**config.mk**
```make
export PLATFORM = sky130hd
export DESIGN_NAME = wordclock_select_dither_out
export DESIGN_NICKNAME = d
export VERILOG_FILES = /design/src/shared/wordclock_pkg.sv /design/src/logic/clock_rate_meter.sv /design/src/logic/word_shortener.sv /design/src/logic/wordclock_select_dither_out.sv
export VERILOG_INCLUDE_DIRS = /design/src /design/src/shared
export SDC_FILE = /design/constraint.sdc
export NUM_CORES = 2
export LEC_CHECK = 0
export BUFFER_PORTS_ARGS = -buffer_cell sky130_fd_sc_hd__buf_2
export CAP_MARGIN = 20
export CORE_MARGIN = 3
export CORE_UTILIZATION = 40
export DETAILED_ROUTE_END_ITERATION = 10
export GPL_TIMING_DRIVEN = 0
export PLACE_DENSITY_LB_ADDON = 0.2
export SETUP_SLACK_MARGIN = 0.1
export SYNTH_ARGS = -nofsm -noshare
export SYNTH_HDL_FRONTEND = slang
export SYNTH_SLANG_ARGS = --single-unit
```
**constraint.sdc**
```tcl
create_clock -name pclk -period 7.43 [get_ports pclk]
set_input_delay 0.743 -clock pclk [delete_from_list [all_inputs] [get_ports pclk]]
set_output_delay 0.743 -clock pclk [all_outputs]
set_load 0.01 [all_outputs]
```
**src/shared/wordclock_consts.svh**
```systemverilog
// Register offsets, field positions, reset values and timing figures
`ifndef WORDCLOCK_CONSTS_SVH
`define WORDCLOCK_CONSTS_SVH

// ****************************************
// Register offsets
// ****************************************
`define OFS_CLK_CTRL 12'h000
`define OFS_OUT_CTRL 12'h004
`define OFS_STATUS 12'h008

// ****************************************
// Field positions
// ****************************************
`define CC_SRC_LSB 0
`define CC_FLIP_BIT 3
`define CC_SWARN_BIT 4
`define CC_CWARN_BIT 5
`define CC_SEARCH_BIT 6
`define CC_WMASK 32'h0000_003F
`define OC_TAP_BIT 0
`define OC_SDITH_BIT 1
`define OC_SWL_LSB 2
`define OC_CARD_LSB 4
`define OC_WMASK 32'h0000_FFFF
`define ST_RATE_LSB 0
`define ST_LOCK_BIT 2
`define ST_SWARN_BIT 3
`define ST_CWARN_BIT 4
`define ST_BUSY_BIT 5
`define ST_FOUND_BIT 6
`define ST_PROP_LSB 8
`define ST_SRC_LSB 16

// ****************************************
// Reset values
// ****************************************
`define CC_RESET 32'h0000_0031
`define OC_RESET 32'h0000_2493
`define LFSR_SEED 32'h0000_0001

// ****************************************
// Timing
// ****************************************
`define PCLK_HZ 20000000
`define INT_RATE_A_HZ 44100
`define INT_RATE_B_HZ 48000
`define EXT_MIN_HZ 30080
`define EXT_MAX_HZ 50880
`define SPLIT_48_HZ 46000
`define SPLIT_32_HZ 38000
`define PER_MIN (`PCLK_HZ / `EXT_MAX_HZ)
`define PER_MAX ((`PCLK_HZ + `EXT_MIN_HZ - 1) / `EXT_MIN_HZ)
`define PER_SPLIT_48 (`PCLK_HZ / `SPLIT_48_HZ)
`define PER_SPLIT_32 (`PCLK_HZ / `SPLIT_32_HZ)
`define PER_INT_A (`PCLK_HZ / `INT_RATE_A_HZ)
`define PER_INT_B (`PCLK_HZ / `INT_RATE_B_HZ)
`define PER_TIMEOUT (2 * `PER_MAX)
`define SYNC_TOL 3
`define LOCK_PERIODS 4

`endif

```
**src/shared/wordclock_pkg.sv**
```systemverilog
// Types shared by the wordclock and digital output logic
package wordclock_pkg;

    // Clock source codes as software writes them
    typedef enum logic [2:0] {
        SRC_INT_44K1 = 3'h0,
        SRC_INTERNAL_CLOCK_48K = 3'h1,
        SRC_STEREO_IN = 3'h2,
        SRC_DEDICATED = 3'h3,
        SRC_CARD_12 = 3'h4,
        SRC_CARD_34 = 3'h5,
        SRC_CARD_56 = 3'h6,
        SRC_CARD_78 = 3'h7
    } clk_src_e;

    typedef enum logic [1:0] {
        ST_NONE = 2'h0,
        ST_NOT_SYNC = 2'h1,
        ST_USABLE = 2'h2,
        ST_LOCKED = 2'h3
    } src_state_e;

    typedef enum logic [1:0] {
        RATE_UNLOCK = 2'h0,
        RATE_32K = 2'h1,
        RATE_44K1 = 2'h2,
        RATE_48K = 2'h3
    } rate_code_e;

    typedef enum logic [1:0] {
        WL_24 = 2'h0,
        WL_20 = 2'h1,
        WL_16 = 2'h2,
        WL_24_ALT = 2'h3
    } word_len_e;

    typedef enum logic [2:0] {
        SCAN_IDLE = 3'b001,
        SCAN_RUN = 3'b010,
        SCAN_DONE = 3'b100
    } search_state_e;

    typedef struct packed {
        logic signed [27:0] left;
        logic signed [27:0] right;
    } mix_pair_s;

    typedef struct packed {
        logic [23:0] left;
        logic [23:0] right;
    } out_pair_s;

    typedef struct packed {
        logic dither;
        word_len_e len;
    } dither_cfg_s;

    typedef struct packed {
        logic level;
        logic present;
        logic valid;
        logic rise;
        logic [10:0] period;
    } meter_s;

endpackage : wordclock_pkg

```
**src/logic/clock_rate_meter.sv**
```systemverilog
// Synchroniser and period meter for one external wordclock pin
`include "wordclock_consts.svh"

module clock_rate_meter (
    input wire logic pclk, // System clock
    input wire logic presetn, // Async reset, active low
    input wire logic clk_pin, // Wordclock pin, foreign domain
    output wordclock_pkg::meter_s meas // Level, presence, period
);
    import wordclock_pkg::*;

    logic [2:0] sync_q;
    logic level_q;
    logic present_q;
    logic [10:0] cnt_q;
    logic [10:0] period_q;
    logic stable;
    logic rise;
    logic timeout;

    // A change counts only once the second and third stages agree
    assign stable = sync_q[1] == sync_q[2];
    assign rise = stable && sync_q[2] && !level_q;
    assign timeout = cnt_q == 11'(`PER_TIMEOUT);

    // Three-stage synchroniser and filtered level
    always_ff @(posedge pclk or negedge presetn) begin
        if (!presetn) begin
            sync_q <= 3'h0;
            level_q <= 1'b0;
        end else begin
            sync_q <= {sync_q[1:0], clk_pin};
            if (stable) begin
                level_q <= sync_q[2];
            end
        end
    end

    // Period between rising edges; a silent pin times out
    always_ff @(posedge pclk or negedge presetn) begin
        if (!presetn) begin
            cnt_q <= 11'h000;
            period_q <= 11'h000;
            present_q <= 1'b0;
        end else if (rise) begin
            period_q <= cnt_q;
            cnt_q <= 11'h001;
            present_q <= 1'b1;
        end else if (timeout) begin
            period_q <= 11'h000;
            present_q <= 1'b0;
        end else begin
            cnt_q <= cnt_q + 11'h001;
        end
    end

    // Accepted rate band, with the first period after silence discarded
    assign meas = '{level: level_q, present: present_q,
        valid: present_q && period_q >= 11'(`PER_MIN) && period_q <= 11'(`PER_MAX),
        rise: rise, period: period_q};

endmodule : clock_rate_meter

```
**src/logic/word_shortener.sv**
```systemverilog
// Word length reduction with optional pseudorandom dither, one stereo pair
`include "wordclock_consts.svh"

module word_shortener #(
    parameter logic [4:0] CAP = 5'd24 // Widest word this output carries
) (
    input wire logic pclk, // System clock
    input wire logic presetn, // Async reset, active low
    input wire logic tick, // Sample strobe
    input wordclock_pkg::dither_cfg_s cfg, // Dither and word length
    input wire logic [27:0] rnd, // Pseudorandom word
    input wordclock_pkg::mix_pair_s smp, // Full precision pair
    output wordclock_pkg::out_pair_s q // Shortened pair, MSB aligned
);
    import wordclock_pkg::*;

    logic [4:0] keep;
    logic [27:0] left_w;
    logic [27:0] right_w;

    // Shorten one sample; dither compares the discarded part with noise
    function automatic logic [27:0] shorten(input logic signed [27:0] s,
        input logic [4:0] bits, input logic dith, input logic [27:0] r);
        logic [4:0] drop;
        logic [27:0] mask;
        logic signed [27:0] kept;
        logic signed [27:0] top;
        logic up;
        drop = 5'd28 - bits;
        mask = ~(28'hFFFFFFF << drop);
        kept = s >>> drop;
        top = 28'sh7FFFFFF >>> drop;
        up = dith && ((28'(s) & mask) > (r & mask));
        // Full scale stays put rather than wrapping negative
        if (up && kept != top) begin
            kept = kept + 28'sd1;
        end
        return 28'(kept <<< drop);
    endfunction : shorten

    // Requested length, never wider than the output can carry
    assign keep = (cfg.len == WL_16) ? 5'd16 :
        (cfg.len == WL_20 || CAP < 5'd24) ? 5'd20 : 5'd24;

    // Right channel takes inverted noise so the pair is not correlated
    assign left_w = shorten(smp.left, keep, cfg.dither, rnd);
    assign right_w = shorten(smp.right, keep, cfg.dither, ~rnd);

    // Output pair register, loaded once per sample
    always_ff @(posedge pclk or negedge presetn) begin
        if (!presetn) begin
            q <= '0;
        end else if (tick) begin
            q <= '{left: left_w[27:4], right: right_w[27:4]};
        end
    end

endmodule : word_shortener

```
**src/logic/wordclock_select_dither_out.sv**
```systemverilog
// Wordclock source selection, lock tracking and digital output shaping
//
// Added by the designer: the register addresses and the APB register port.
`include "wordclock_consts.svh"

module wordclock_select_dither_out (
    input wire logic pclk, // System clock, 20 MHz
    input wire logic presetn, // Async reset, active low
    input wire logic psel, // APB select
    input wire logic penable, // APB enable
    input wire logic pwrite, // APB direction
    input wire logic [11:0] paddr, // APB byte address
    input wire logic [31:0] pwdata, // APB write data
    output logic [31:0] prdata, // APB read data
    output logic pready, // APB ready
    output logic pslverr, // APB error on unmapped address
    input wire logic stereo_digital_input_clock, // Clock from stereo input
    input wire logic dedicated_clock_input, // Dedicated wordclock pin
    input wire logic [3:0] card_clock_in, // Card input pair clocks
    input wordclock_pkg::mix_pair_s stereo_bus_mix, // Direct bus tap
    input wordclock_pkg::mix_pair_s after_fader_tap, // After stereo fader
    input wordclock_pkg::mix_pair_s [3:0] card_mix, // Card output pairs
    output logic wordclock_out, // Wordclock drive
    output logic wordclock_out_en, // High while acting as master
    output logic sample_tick, // One pulse per sample
    output logic clock_locked, // Locked to chosen source
    output logic unlocked_flag, // Global unlock indication
    output wordclock_pkg::rate_code_e sample_rate_indicator, // Rate code
    output logic stereo_sync_warning, // Stereo input out of sync
    output logic card_sync_warning, // A card input out of sync
    output wordclock_pkg::out_pair_s stereo_output_pair, // 24-bit pair
    output logic [39:0] consumer_output_pair, // 20-bit pair {L,R}
    output wordclock_pkg::out_pair_s [3:0] card_output // Card pairs
);
    import wordclock_pkg::*;

    // ****************************************
    // Declarations
    // ****************************************
    logic [31:0] clk_ctrl_q;
    logic [31:0] out_ctrl_q;
    logic [31:0] prdata_q;
    logic [25:0] nco_q;
    logic wc_int_q;
    logic wc_out_q;
    logic [2:0] lock_cnt_q;
    logic tick_q;
    logic [31:0] lfsr_q;
    rate_code_e rate_q;
    logic swarn_q;
    logic cwarn_q;
    search_state_e scan_q;
    search_state_e scan_d;
    logic [2:0] idx_q;
    logic found_q;
    logic [2:0] prop_q;
    meter_s meas [5:0];
    src_state_e state_w [5:0];
    logic [11:0] state_bits;
    logic [5:0] cand;
    logic [5:0] notsync;
    logic [5:0] pins;

    // ****************************************
    // Helpers
    // ****************************************

    // Periods within a small tolerance count as the same clock
    function automatic logic in_sync(input logic [10:0] a, input logic [10:0] b);
        in_sync = ((a > b) ? (a - b) : (b - a)) <= 11'(`SYNC_TOL);
    endfunction : in_sync

    // ****************************************
    // Register bus decode
    // ****************************************
    logic hit_clk;
    logic hit_out;
    logic hit_st;
    logic mapped;
    logic wr_en;
    logic search_go;
    clk_src_e src;
    logic flip;
    clk_src_e new_src;
    logic src_change;

    assign hit_clk = paddr == `OFS_CLK_CTRL;
    assign hit_out = paddr == `OFS_OUT_CTRL;
    assign hit_st = paddr == `OFS_STATUS;
    assign mapped = hit_clk || hit_out || hit_st;
    assign wr_en = psel && penable && pwrite;
    assign pready = 1'b1;
    assign pslverr = psel && penable && !mapped;
    assign prdata = prdata_q;
    assign search_go = wr_en && hit_clk && pwdata[`CC_SEARCH_BIT];
    assign src = clk_src_e'(clk_ctrl_q[`CC_SRC_LSB +: 3]);
    assign flip = clk_ctrl_q[`CC_FLIP_BIT];
    assign new_src = clk_src_e'(pwdata[`CC_SRC_LSB +: 3]);
    assign src_change = wr_en && hit_clk && new_src != src;

    // Control registers; search start is a write-only strobe
    always_ff @(posedge pclk or negedge presetn) begin
        if (!presetn) begin
            clk_ctrl_q <= `CC_RESET;
            out_ctrl_q <= `OC_RESET;
        end else if (wr_en && hit_clk) begin
            clk_ctrl_q <= pwdata & `CC_WMASK;
        end else if (wr_en && hit_out) begin
            out_ctrl_q <= pwdata & `OC_WMASK;
        end
    end

    // Status word assembled from live state
    logic [31:0] status_w;
    assign status_w = {4'h0, state_bits, 5'h00, prop_q, 1'b0, found_q,
        scan_q != SCAN_IDLE, cwarn_q, swarn_q, clock_locked, rate_q};

    // Read data captured in the setup cycle, valid in the access cycle
    always_ff @(posedge pclk or negedge presetn) begin
        if (!presetn) begin
            prdata_q <= 32'h0000_0000;
        end else if (psel && !penable && !pwrite) begin
            prdata_q <= hit_clk ? clk_ctrl_q : hit_out ? out_ctrl_q :
                hit_st ? status_w : 32'h0000_0000;
        end
    end

    // ****************************************
    // External clock meters
    // ****************************************
    assign pins = {card_clock_in, dedicated_clock_input, stereo_digital_input_clock};

    genvar gi;
    generate
        for (gi = 0; gi < 6; gi++) begin : g_meter
            clock_rate_meter u_meter (
                .pclk(pclk),
                .presetn(presetn),
                .clk_pin(pins[gi]),
                .meas(meas[gi])
            );
        end
    endgenerate

    // ****************************************
    // Internal generator
    // ****************************************
    logic [25:0] nco_inc;
    logic [25:0] nco_sum;
    logic nco_wrap;
    logic int_tick;

    // Fractional accumulator keeps the average rate exact at 20 MHz
    assign nco_inc = (src == SRC_INT_44K1) ? 26'(2 * `INT_RATE_A_HZ) :
        26'(2 * `INT_RATE_B_HZ);
    assign nco_sum = nco_q + nco_inc;
    assign nco_wrap = nco_sum >= 26'(`PCLK_HZ);
    assign int_tick = nco_wrap && !wc_int_q;

    always_ff @(posedge pclk or negedge presetn) begin
        if (!presetn) begin
            nco_q <= 26'h0000000;
            wc_int_q <= 1'b0;
        end else if (nco_wrap) begin
            nco_q <= nco_sum - 26'(`PCLK_HZ);
            wc_int_q <= !wc_int_q;
        end else begin
            nco_q <= nco_sum;
        end
    end

    // ****************************************
    // Source selection and lock
    // ****************************************
    logic is_ext;
    logic [2:0] ext_idx;
    meter_s sel_meas;
    logic sel_ok;
    logic sel_tick;
    logic [10:0] master_per;

    assign is_ext = src >= SRC_STEREO_IN;
    assign ext_idx = is_ext ? 3'(src - SRC_STEREO_IN) : 3'h0;
    assign sel_meas = meas[ext_idx];
    assign sel_ok = !is_ext || (sel_meas.valid
        && (ext_idx != 3'h0 || flip));
    assign sel_tick = is_ext ? sel_meas.rise : int_tick;
    assign master_per = !is_ext ? ((src == SRC_INT_44K1) ? 11'(`PER_INT_A) :
        11'(`PER_INT_B)) : sel_meas.period;
    assign clock_locked = lock_cnt_q == 3'(`LOCK_PERIODS);
    assign unlocked_flag = !clock_locked;

    // Lock after several good periods; selection change starts over
    always_ff @(posedge pclk or negedge presetn) begin
        if (!presetn) begin
            lock_cnt_q <= 3'h0;
        end else if (src_change || !sel_ok) begin
            lock_cnt_q <= 3'h0;
        end else if (sel_tick && !clock_locked) begin
            lock_cnt_q <= lock_cnt_q + 3'h1;
        end
    end

    // Wordclock drive follows the generator as master and the chosen input's level otherwise; enabled only as master
    assign wordclock_out = wc_out_q;
    assign wordclock_out_en = !is_ext;
    assign sample_tick = tick_q;

    always_ff @(posedge pclk or negedge presetn) begin
        if (!presetn) begin
            wc_out_q <= 1'b0;
            tick_q <= 1'b0;
        end else begin
            wc_out_q <= is_ext ? sel_meas.level : wc_int_q;
            tick_q <= sel_tick && clock_locked;
        end
    end

    // ****************************************
    // Source states and warnings
    // ****************************************
    generate
        for (gi = 0; gi < 6; gi++) begin : g_state
            // Not synchronous means a present clock out of the rate band or, while locked, off the master period
            assign state_w[gi] = (is_ext && ext_idx == 3'(gi) && clock_locked) ?
                ST_LOCKED : !meas[gi].present ? ST_NONE :
                (meas[gi].valid && (!clock_locked ||
                in_sync(meas[gi].period, master_per))) ? ST_USABLE :
                ST_NOT_SYNC;
            assign state_bits[2*gi +: 2] = state_w[gi];
            assign notsync[gi] = state_w[gi] == ST_NOT_SYNC;
            assign cand[gi] = meas[gi].valid && (gi != 0 || flip);
        end
    endgenerate

    // Rate code from the master period; unlock overrides everything
    always_ff @(posedge pclk or negedge presetn) begin
        if (!presetn) begin
            rate_q <= RATE_UNLOCK;
            swarn_q <= 1'b0;
            cwarn_q <= 1'b0;
        end else begin
            rate_q <= !clock_locked ? RATE_UNLOCK :
                (master_per < 11'(`PER_SPLIT_48)) ? RATE_48K :
                (master_per < 11'(`PER_SPLIT_32)) ? RATE_44K1 : RATE_32K;
            swarn_q <= clk_ctrl_q[`CC_SWARN_BIT] && notsync[0];
            cwarn_q <= clk_ctrl_q[`CC_CWARN_BIT] && |notsync[5:2];
        end
    end

    assign sample_rate_indicator = rate_q;
    assign stereo_sync_warning = swarn_q;
    assign card_sync_warning = cwarn_q;

    // ****************************************
    // Automatic source search
    // ****************************************

    // One source per cycle; the first usable external one is proposed
    always_comb begin
        scan_d = scan_q;
        case (scan_q)
            SCAN_IDLE: begin
                if (search_go) begin
                    scan_d = SCAN_RUN;
                end
            end
            SCAN_RUN: begin
                if (idx_q == 3'h5) begin
                    scan_d = SCAN_DONE;
                end
            end
            SCAN_DONE: scan_d = SCAN_IDLE;
            default: scan_d = SCAN_IDLE;
        endcase
    end

    always_ff @(posedge pclk or negedge presetn) begin
        if (!presetn) begin
            scan_q <= SCAN_IDLE;
            idx_q <= 3'h0;
            found_q <= 1'b0;
            prop_q <= 3'h0;
        end else begin
            scan_q <= scan_d;
            if (scan_q == SCAN_IDLE && search_go) begin
                idx_q <= 3'h0;
                found_q <= 1'b0;
            end else if (scan_q == SCAN_RUN) begin
                idx_q <= idx_q + 3'h1;
                if (cand[idx_q] && !found_q) begin
                    found_q <= 1'b1;
                    prop_q <= idx_q + 3'h2;
                end
            end
        end
    end

    // ****************************************
    // Digital outputs
    // ****************************************
    logic [27:0] rnd;
    mix_pair_s st_src;
    dither_cfg_s st_cfg;
    out_pair_s cons_w;
    logic out_tick;

    // Noise runs freely so each sample sees a fresh value
    always_ff @(posedge pclk or negedge presetn) begin
        if (!presetn) begin
            lfsr_q <= `LFSR_SEED;
        end else begin
            lfsr_q <= {lfsr_q[30:0], lfsr_q[31] ^ lfsr_q[21] ^ lfsr_q[1] ^ lfsr_q[0]};
        end
    end

    assign rnd = lfsr_q[27:0];
    assign out_tick = sel_tick && clock_locked;
    assign st_src = out_ctrl_q[`OC_TAP_BIT] ? after_fader_tap : stereo_bus_mix;
    assign st_cfg = '{dither: out_ctrl_q[`OC_SDITH_BIT],
        len: word_len_e'(out_ctrl_q[`OC_SWL_LSB +: 2])};

    // Same source and setting feed both stereo formats
    word_shortener #(.CAP(5'd24)) u_pro (
        .pclk(pclk),
        .presetn(presetn),
        .tick(out_tick),
        .cfg(st_cfg),
        .rnd(rnd),
        .smp(st_src),
        .q(stereo_output_pair)
    );

    word_shortener #(.CAP(5'd20)) u_cons (
        .pclk(pclk),
        .presetn(presetn),
        .tick(out_tick),
        .cfg(st_cfg),
        .rnd(rnd),
        .smp(st_src),
        .q(cons_w)
    );

    assign consumer_output_pair = {cons_w.left[23:4], cons_w.right[23:4]};

    // Each card pair has its own dither and length setting
    generate
        for (gi = 0; gi < 4; gi++) begin : g_card
            dither_cfg_s cfg_w;
            assign cfg_w = '{dither: out_ctrl_q[`OC_CARD_LSB + 3 * gi],
                len: word_len_e'(out_ctrl_q[`OC_CARD_LSB + 3 * gi + 1 +: 2])};
            word_shortener #(.CAP(5'd24)) u_card (
                .pclk(pclk),
                .presetn(presetn),
                .tick(out_tick),
                .cfg(cfg_w),
                .rnd(rnd),
                .smp(card_mix[gi]),
                .q(card_output[gi])
            );
        end
    endgenerate

endmodule : wordclock_select_dither_out

```
==> flow_metrics.tcl <==
set metrics [dict create \
    fin_cells 9148 \
    grt_pass1_vias 54340 \
    syn2layout_area_growth_pct 16.30 \
    core_um2 135800 \
    hpwl_um 224300 \
    dieArea_um2 141500 \
    synth-edff-count 0 \
    rsz0062_at_grt "false" \
    cp_max_fo 19 \
    start_util 0.4036 \
    ir_drop_mv 0.3131 \
    crit_path_end_kind "flop" \
    clk_path_buf_depth 3 \
    period_share 0.9728 \
    wl_um 282900 \
    io_pins 714 \
    worst-path-buf-inv 10 \
    setup_viol 0 \
    status "finished clean" \
    grt_overflow 0 \
    cts_tree "done" \
    synth_seq_area_share 0.2591 \
    startpoint_type "flop" \
    grtUsageMet3 0.1259 \
    gp_congestion 1.045 \
    synth-main-ff-cell "dfrtp_1" \
    cts.reportedPaths.clkPinSlew_ns 0.06 \
    leakage_nw 27.66 \
    rows 135 \
    postSynthAreaPerCell_um2 8.450 \
    place_area_um2 60750 \
    p_per_area_nw_per_um2 207.3 \
    nNetsFinal 7975 \
    hold_class "primary input to flop" \
    detail-route-antenna-nets 0 \
    synth.distinct_cells 117 \
    worst_path_largest_cell_delay_ns 0.64 \
    grt_max_degree 109 \
    worst_slew_pin_slew_ns 1.371 \
    grt_pass1_wl_um 400800 \
    clockRootBuffer "clkbuf_16" \
    met1_usage 0.4970 \
    ys_ff_latch 567 \
    io_buffers 666 \
    slew_headroom 0.08621 \
    finalMaxSlewViolations 0 \
    insertion_delay_ns 0.72 \
    dp_cells 8957 \
    async_reset_ff_frac 1.000 \
    hold_viol 0 \
    fin_area_um2 63740 \
    synth.cell_area_um2 54810 \
    crit_chain "ha_1, buf_4, buf_4, buf_6, buf_4, clkbuf_4, clkbuf_2, clkbuf_2, buf_2, buf_2, nor2b_1, ha_1, nand4_1, or2_2, o221ai_1, nand3b_1, a311oi_2, buf_2, nand3_1, o21ai_0, xor2_1, a221oi_1, nor2_1" \
    timing.final.crit_period_ns 7.228 \
    synth_cells 6486 \
    grt_antenna_before_repair 74 \
    use_met2 0.5757 \
    maxCapViolCount 0 \
    vias 57540 \
    max_freq_mhz 138.3 \
    vias_per_cell 6.290 \
    crit_arrival_ns 7.79 \
    cp.required_ns 7.99 \
    cp_slowest_cell "dfrtp_1" \
    cts_max_level 3 \
    drt_first_iter_violations 6771 \
    routedWlPerCell_um 30.92 \
    die-width_um 376.2 \
    grt_usage 0.3865 \
    die_h_um 376.2 \
    drc_errors 0 \
    critPathTopFamily "buffers and inverters" \
    fin_skew_ns 0.04107 \
    ys_warn_count 0 \
    cts_buffers 75 \
    clock-sinks 567 \
    grt-busiest-layer "met2" \
    crit_type "flop to flop" \
    drive_gt1_frac 0.1875 \
    drt_first_pass_iters 7 \
]
worst reg2reg max path: stages, from the launching register on:
cell,delay (ns)
dfrtp_1,0.64
ha_1,0.53
buf_4,0.24
buf_4,0.24
buf_6,0.21
buf_4,0.28
clkbuf_4,0.42
clkbuf_2,0.41
clkbuf_2,0.39
buf_2,0.34
buf_2,0.42
nor2b_1,0.13
ha_1,0.30
nand4_1,0.08
or2_2,0.30
o221ai_1,0.24
nand3b_1,0.23
a311oi_2,0.42
buf_2,0.33
nand3_1,0.10
o21ai_0,0.20
xor2_1,0.11
a221oi_1,0.45
nor2_1,0.08
Yosys cell counts (all sizes together), types with 41 or more instances:
| master | n | area share |
|---|---|---|
| mux2 | 128 | 0.026 |
| nand2 | 850 | 0.058 |
| dfrtp | 556 | 0.25 |
| o22ai | 51 | 0.0058 |
| a211oi | 81 | 0.012 |
| and2 | 97 | 0.011 |
| xor2 | 229 | 0.037 |
| o21a | 48 | 0.0066 |
| o31ai | 107 | 0.015 |
| or3 | 54 | 0.0063 |
| a21oi | 338 | 0.031 |
| xnor2 | 238 | 0.038 |
| clkbuf | 245 | 0.017 |
| mux2i | 301 | 0.055 |
| nand3 | 242 | 0.022 |
| nor3 | 122 | 0.012 |
| nor2 | 457 | 0.032 |
| a21o | 98 | 0.013 |
| ha | 317 | 0.072 |
| o21ai | 457 | 0.042 |
| a221oi | 42 | 0.0068 |
| mux4 | 171 | 0.070 |
| nand4 | 113 | 0.013 |
| nor2b | 88 | 0.010 |
| o211ai | 41 | 0.0057 |
| and3 | 65 | 0.0074 |
| nand2b | 62 | 0.0071 |
| a31oi | 57 | 0.0065 |
| inv | 220 | 0.015 |
| buf | 167 | 0.019 |
worst paths after layout:
kind,cells after the start,endpoint,startpoint,slack [ns]
setup / recovery,23,g_card[3].u_card.q[28],out_ctrl_q[15],0.20
hold / removal,1,g_meter[3].u_meter.sync_q[0],card_clock_in[1],0.13
setup reg to reg,23,g_card[3].u_card.q[28],out_ctrl_q[15],0.20
hold reg to reg,0,lfsr_q[28],lfsr_q[27],0.35
max in group asynchronous,4,g_meter[0].u_meter.period_q[10],presetn,5.27
min in group asynchronous,2,g_card[0].u_card.q[6],presetn,0.58
area by class of cell:
type                            count  area [um^2]
Fill cell                       13580        72070
Multi-Input combinational cell   5286        37920
Tap cell                         1781         2228
Timing Repair Buffer              698         3770
Buffer                            403         2027
Clock inverter                     39        520.5
Clock buffer                      101         2106
Sequential cell                   567        14200
Antenna cell                       49        122.6
Inverter                          224        843.3
where the power goes:
part	switching, mW	internal (mW)
Sequential	0.319	3.29
Combinational	3.37	2.31
Clock	1.68	2.24
registers in the layout, summed over array words and instances, names as in the netlist, 16 cells and up:
signal and cells:
u_pro.q 48, u_cons.q 40, prdata 28, g_meter.u_meter.sync_q 18
g_meter.u_meter.cnt_q 66, g_meter.u_meter.period_q 66, out_ctrl_q 16, lfsr_q 32
g_card.u_card.q 192, nco_q 23
cells by family (layout without fill, tap and decap cells):
| group | count (synthesis) | in the layout | share of synthesized area |
|---|---|---|---|
| buf+inv | 636 | 1465 | 0.05132 |
| xor+xnor | 467 | 467 | 0.07463 |
| simple gates | 2347 | 2347 | 0.2068 |
| compound gates | 1538 | 1538 | 0.1794 |
| other cells | 2 | 54 | 0.0001370 |
| flops | 567 | 567 | 0.2591 |
| fa+ha+maj | 329 | 329 | 0.07675 |
| mux | 600 | 600 | 0.1518 |
through the flow:
stage	setup WS, ns	setup TNS, ns	utilization	power (mW)	hold WS, ns
6_report	0.2019	0	0.4693	13.22	0.1341
4_1_cts	0.02968	0	0.4674	13.15	0.08870
5_1_grt	0.1128	0	0.4686	13.99	0.1025
3_5_place_dp	-1.370	-274.41	0.4473	9.163	0.3347
3_3_place_gp	-6.809	-4031.61	0.4446	9.133	0.3354
2_1_floorplan	1.263	0	-	7.637	0.3312
metal layers:
| metal | wire (um) | vias to the layer above |
|---|---|---|
| li1 | - | 25190 |
| met1 | 112100 | 28160 |
| met2 | 120300 | 3388 |
| met3 | 32700 | 769 |
| met4 | 17530 | 42 |
| met5 | 254 | - |
placed cells by master, fill, tap and decap left out, types with 19 or more instances in the layout:
master     count
xor2_1       229
nor3b_1       19
buf_4         44
o31ai_1      107
nand4_1      113
or3_1         53
clkbuf_16     76
mux2i_1      299
and3_1        65
a21oi_1      334
and2_1        97
nor2_1       453
buf_1         34
inv_1        216
o21ai_0      382
xnor2_1      237
a211oi_1      76
nor2b_1       88
nand2b_1      62
o211ai_1      40
a21o_1        97
o21a_1        48
a221oi_1      40
dfrtp_1      554
o22ai_1       51
ha_1         317
nor3_1       120
or2_2         21
diode_2       49
clkbuf_2      27
o21ai_1       74
nor4_1        33
nand2_1      848
nand3_1      241
mux2_2       122
mux4_2       168
a31oi_1       54
buf_2        735
nand3b_1      34
clkbuf_1     227
repair_timing:
action	CTS	global route
endpoints found under the hold margin	46	0
pin swaps	2	3
gates cloned	0	0
setup endpoints to repair	281	277
buffers inserted	3	4
hold buffers	1	0
gates resized for setup	45	33
(Power assumes the default switching activity.)
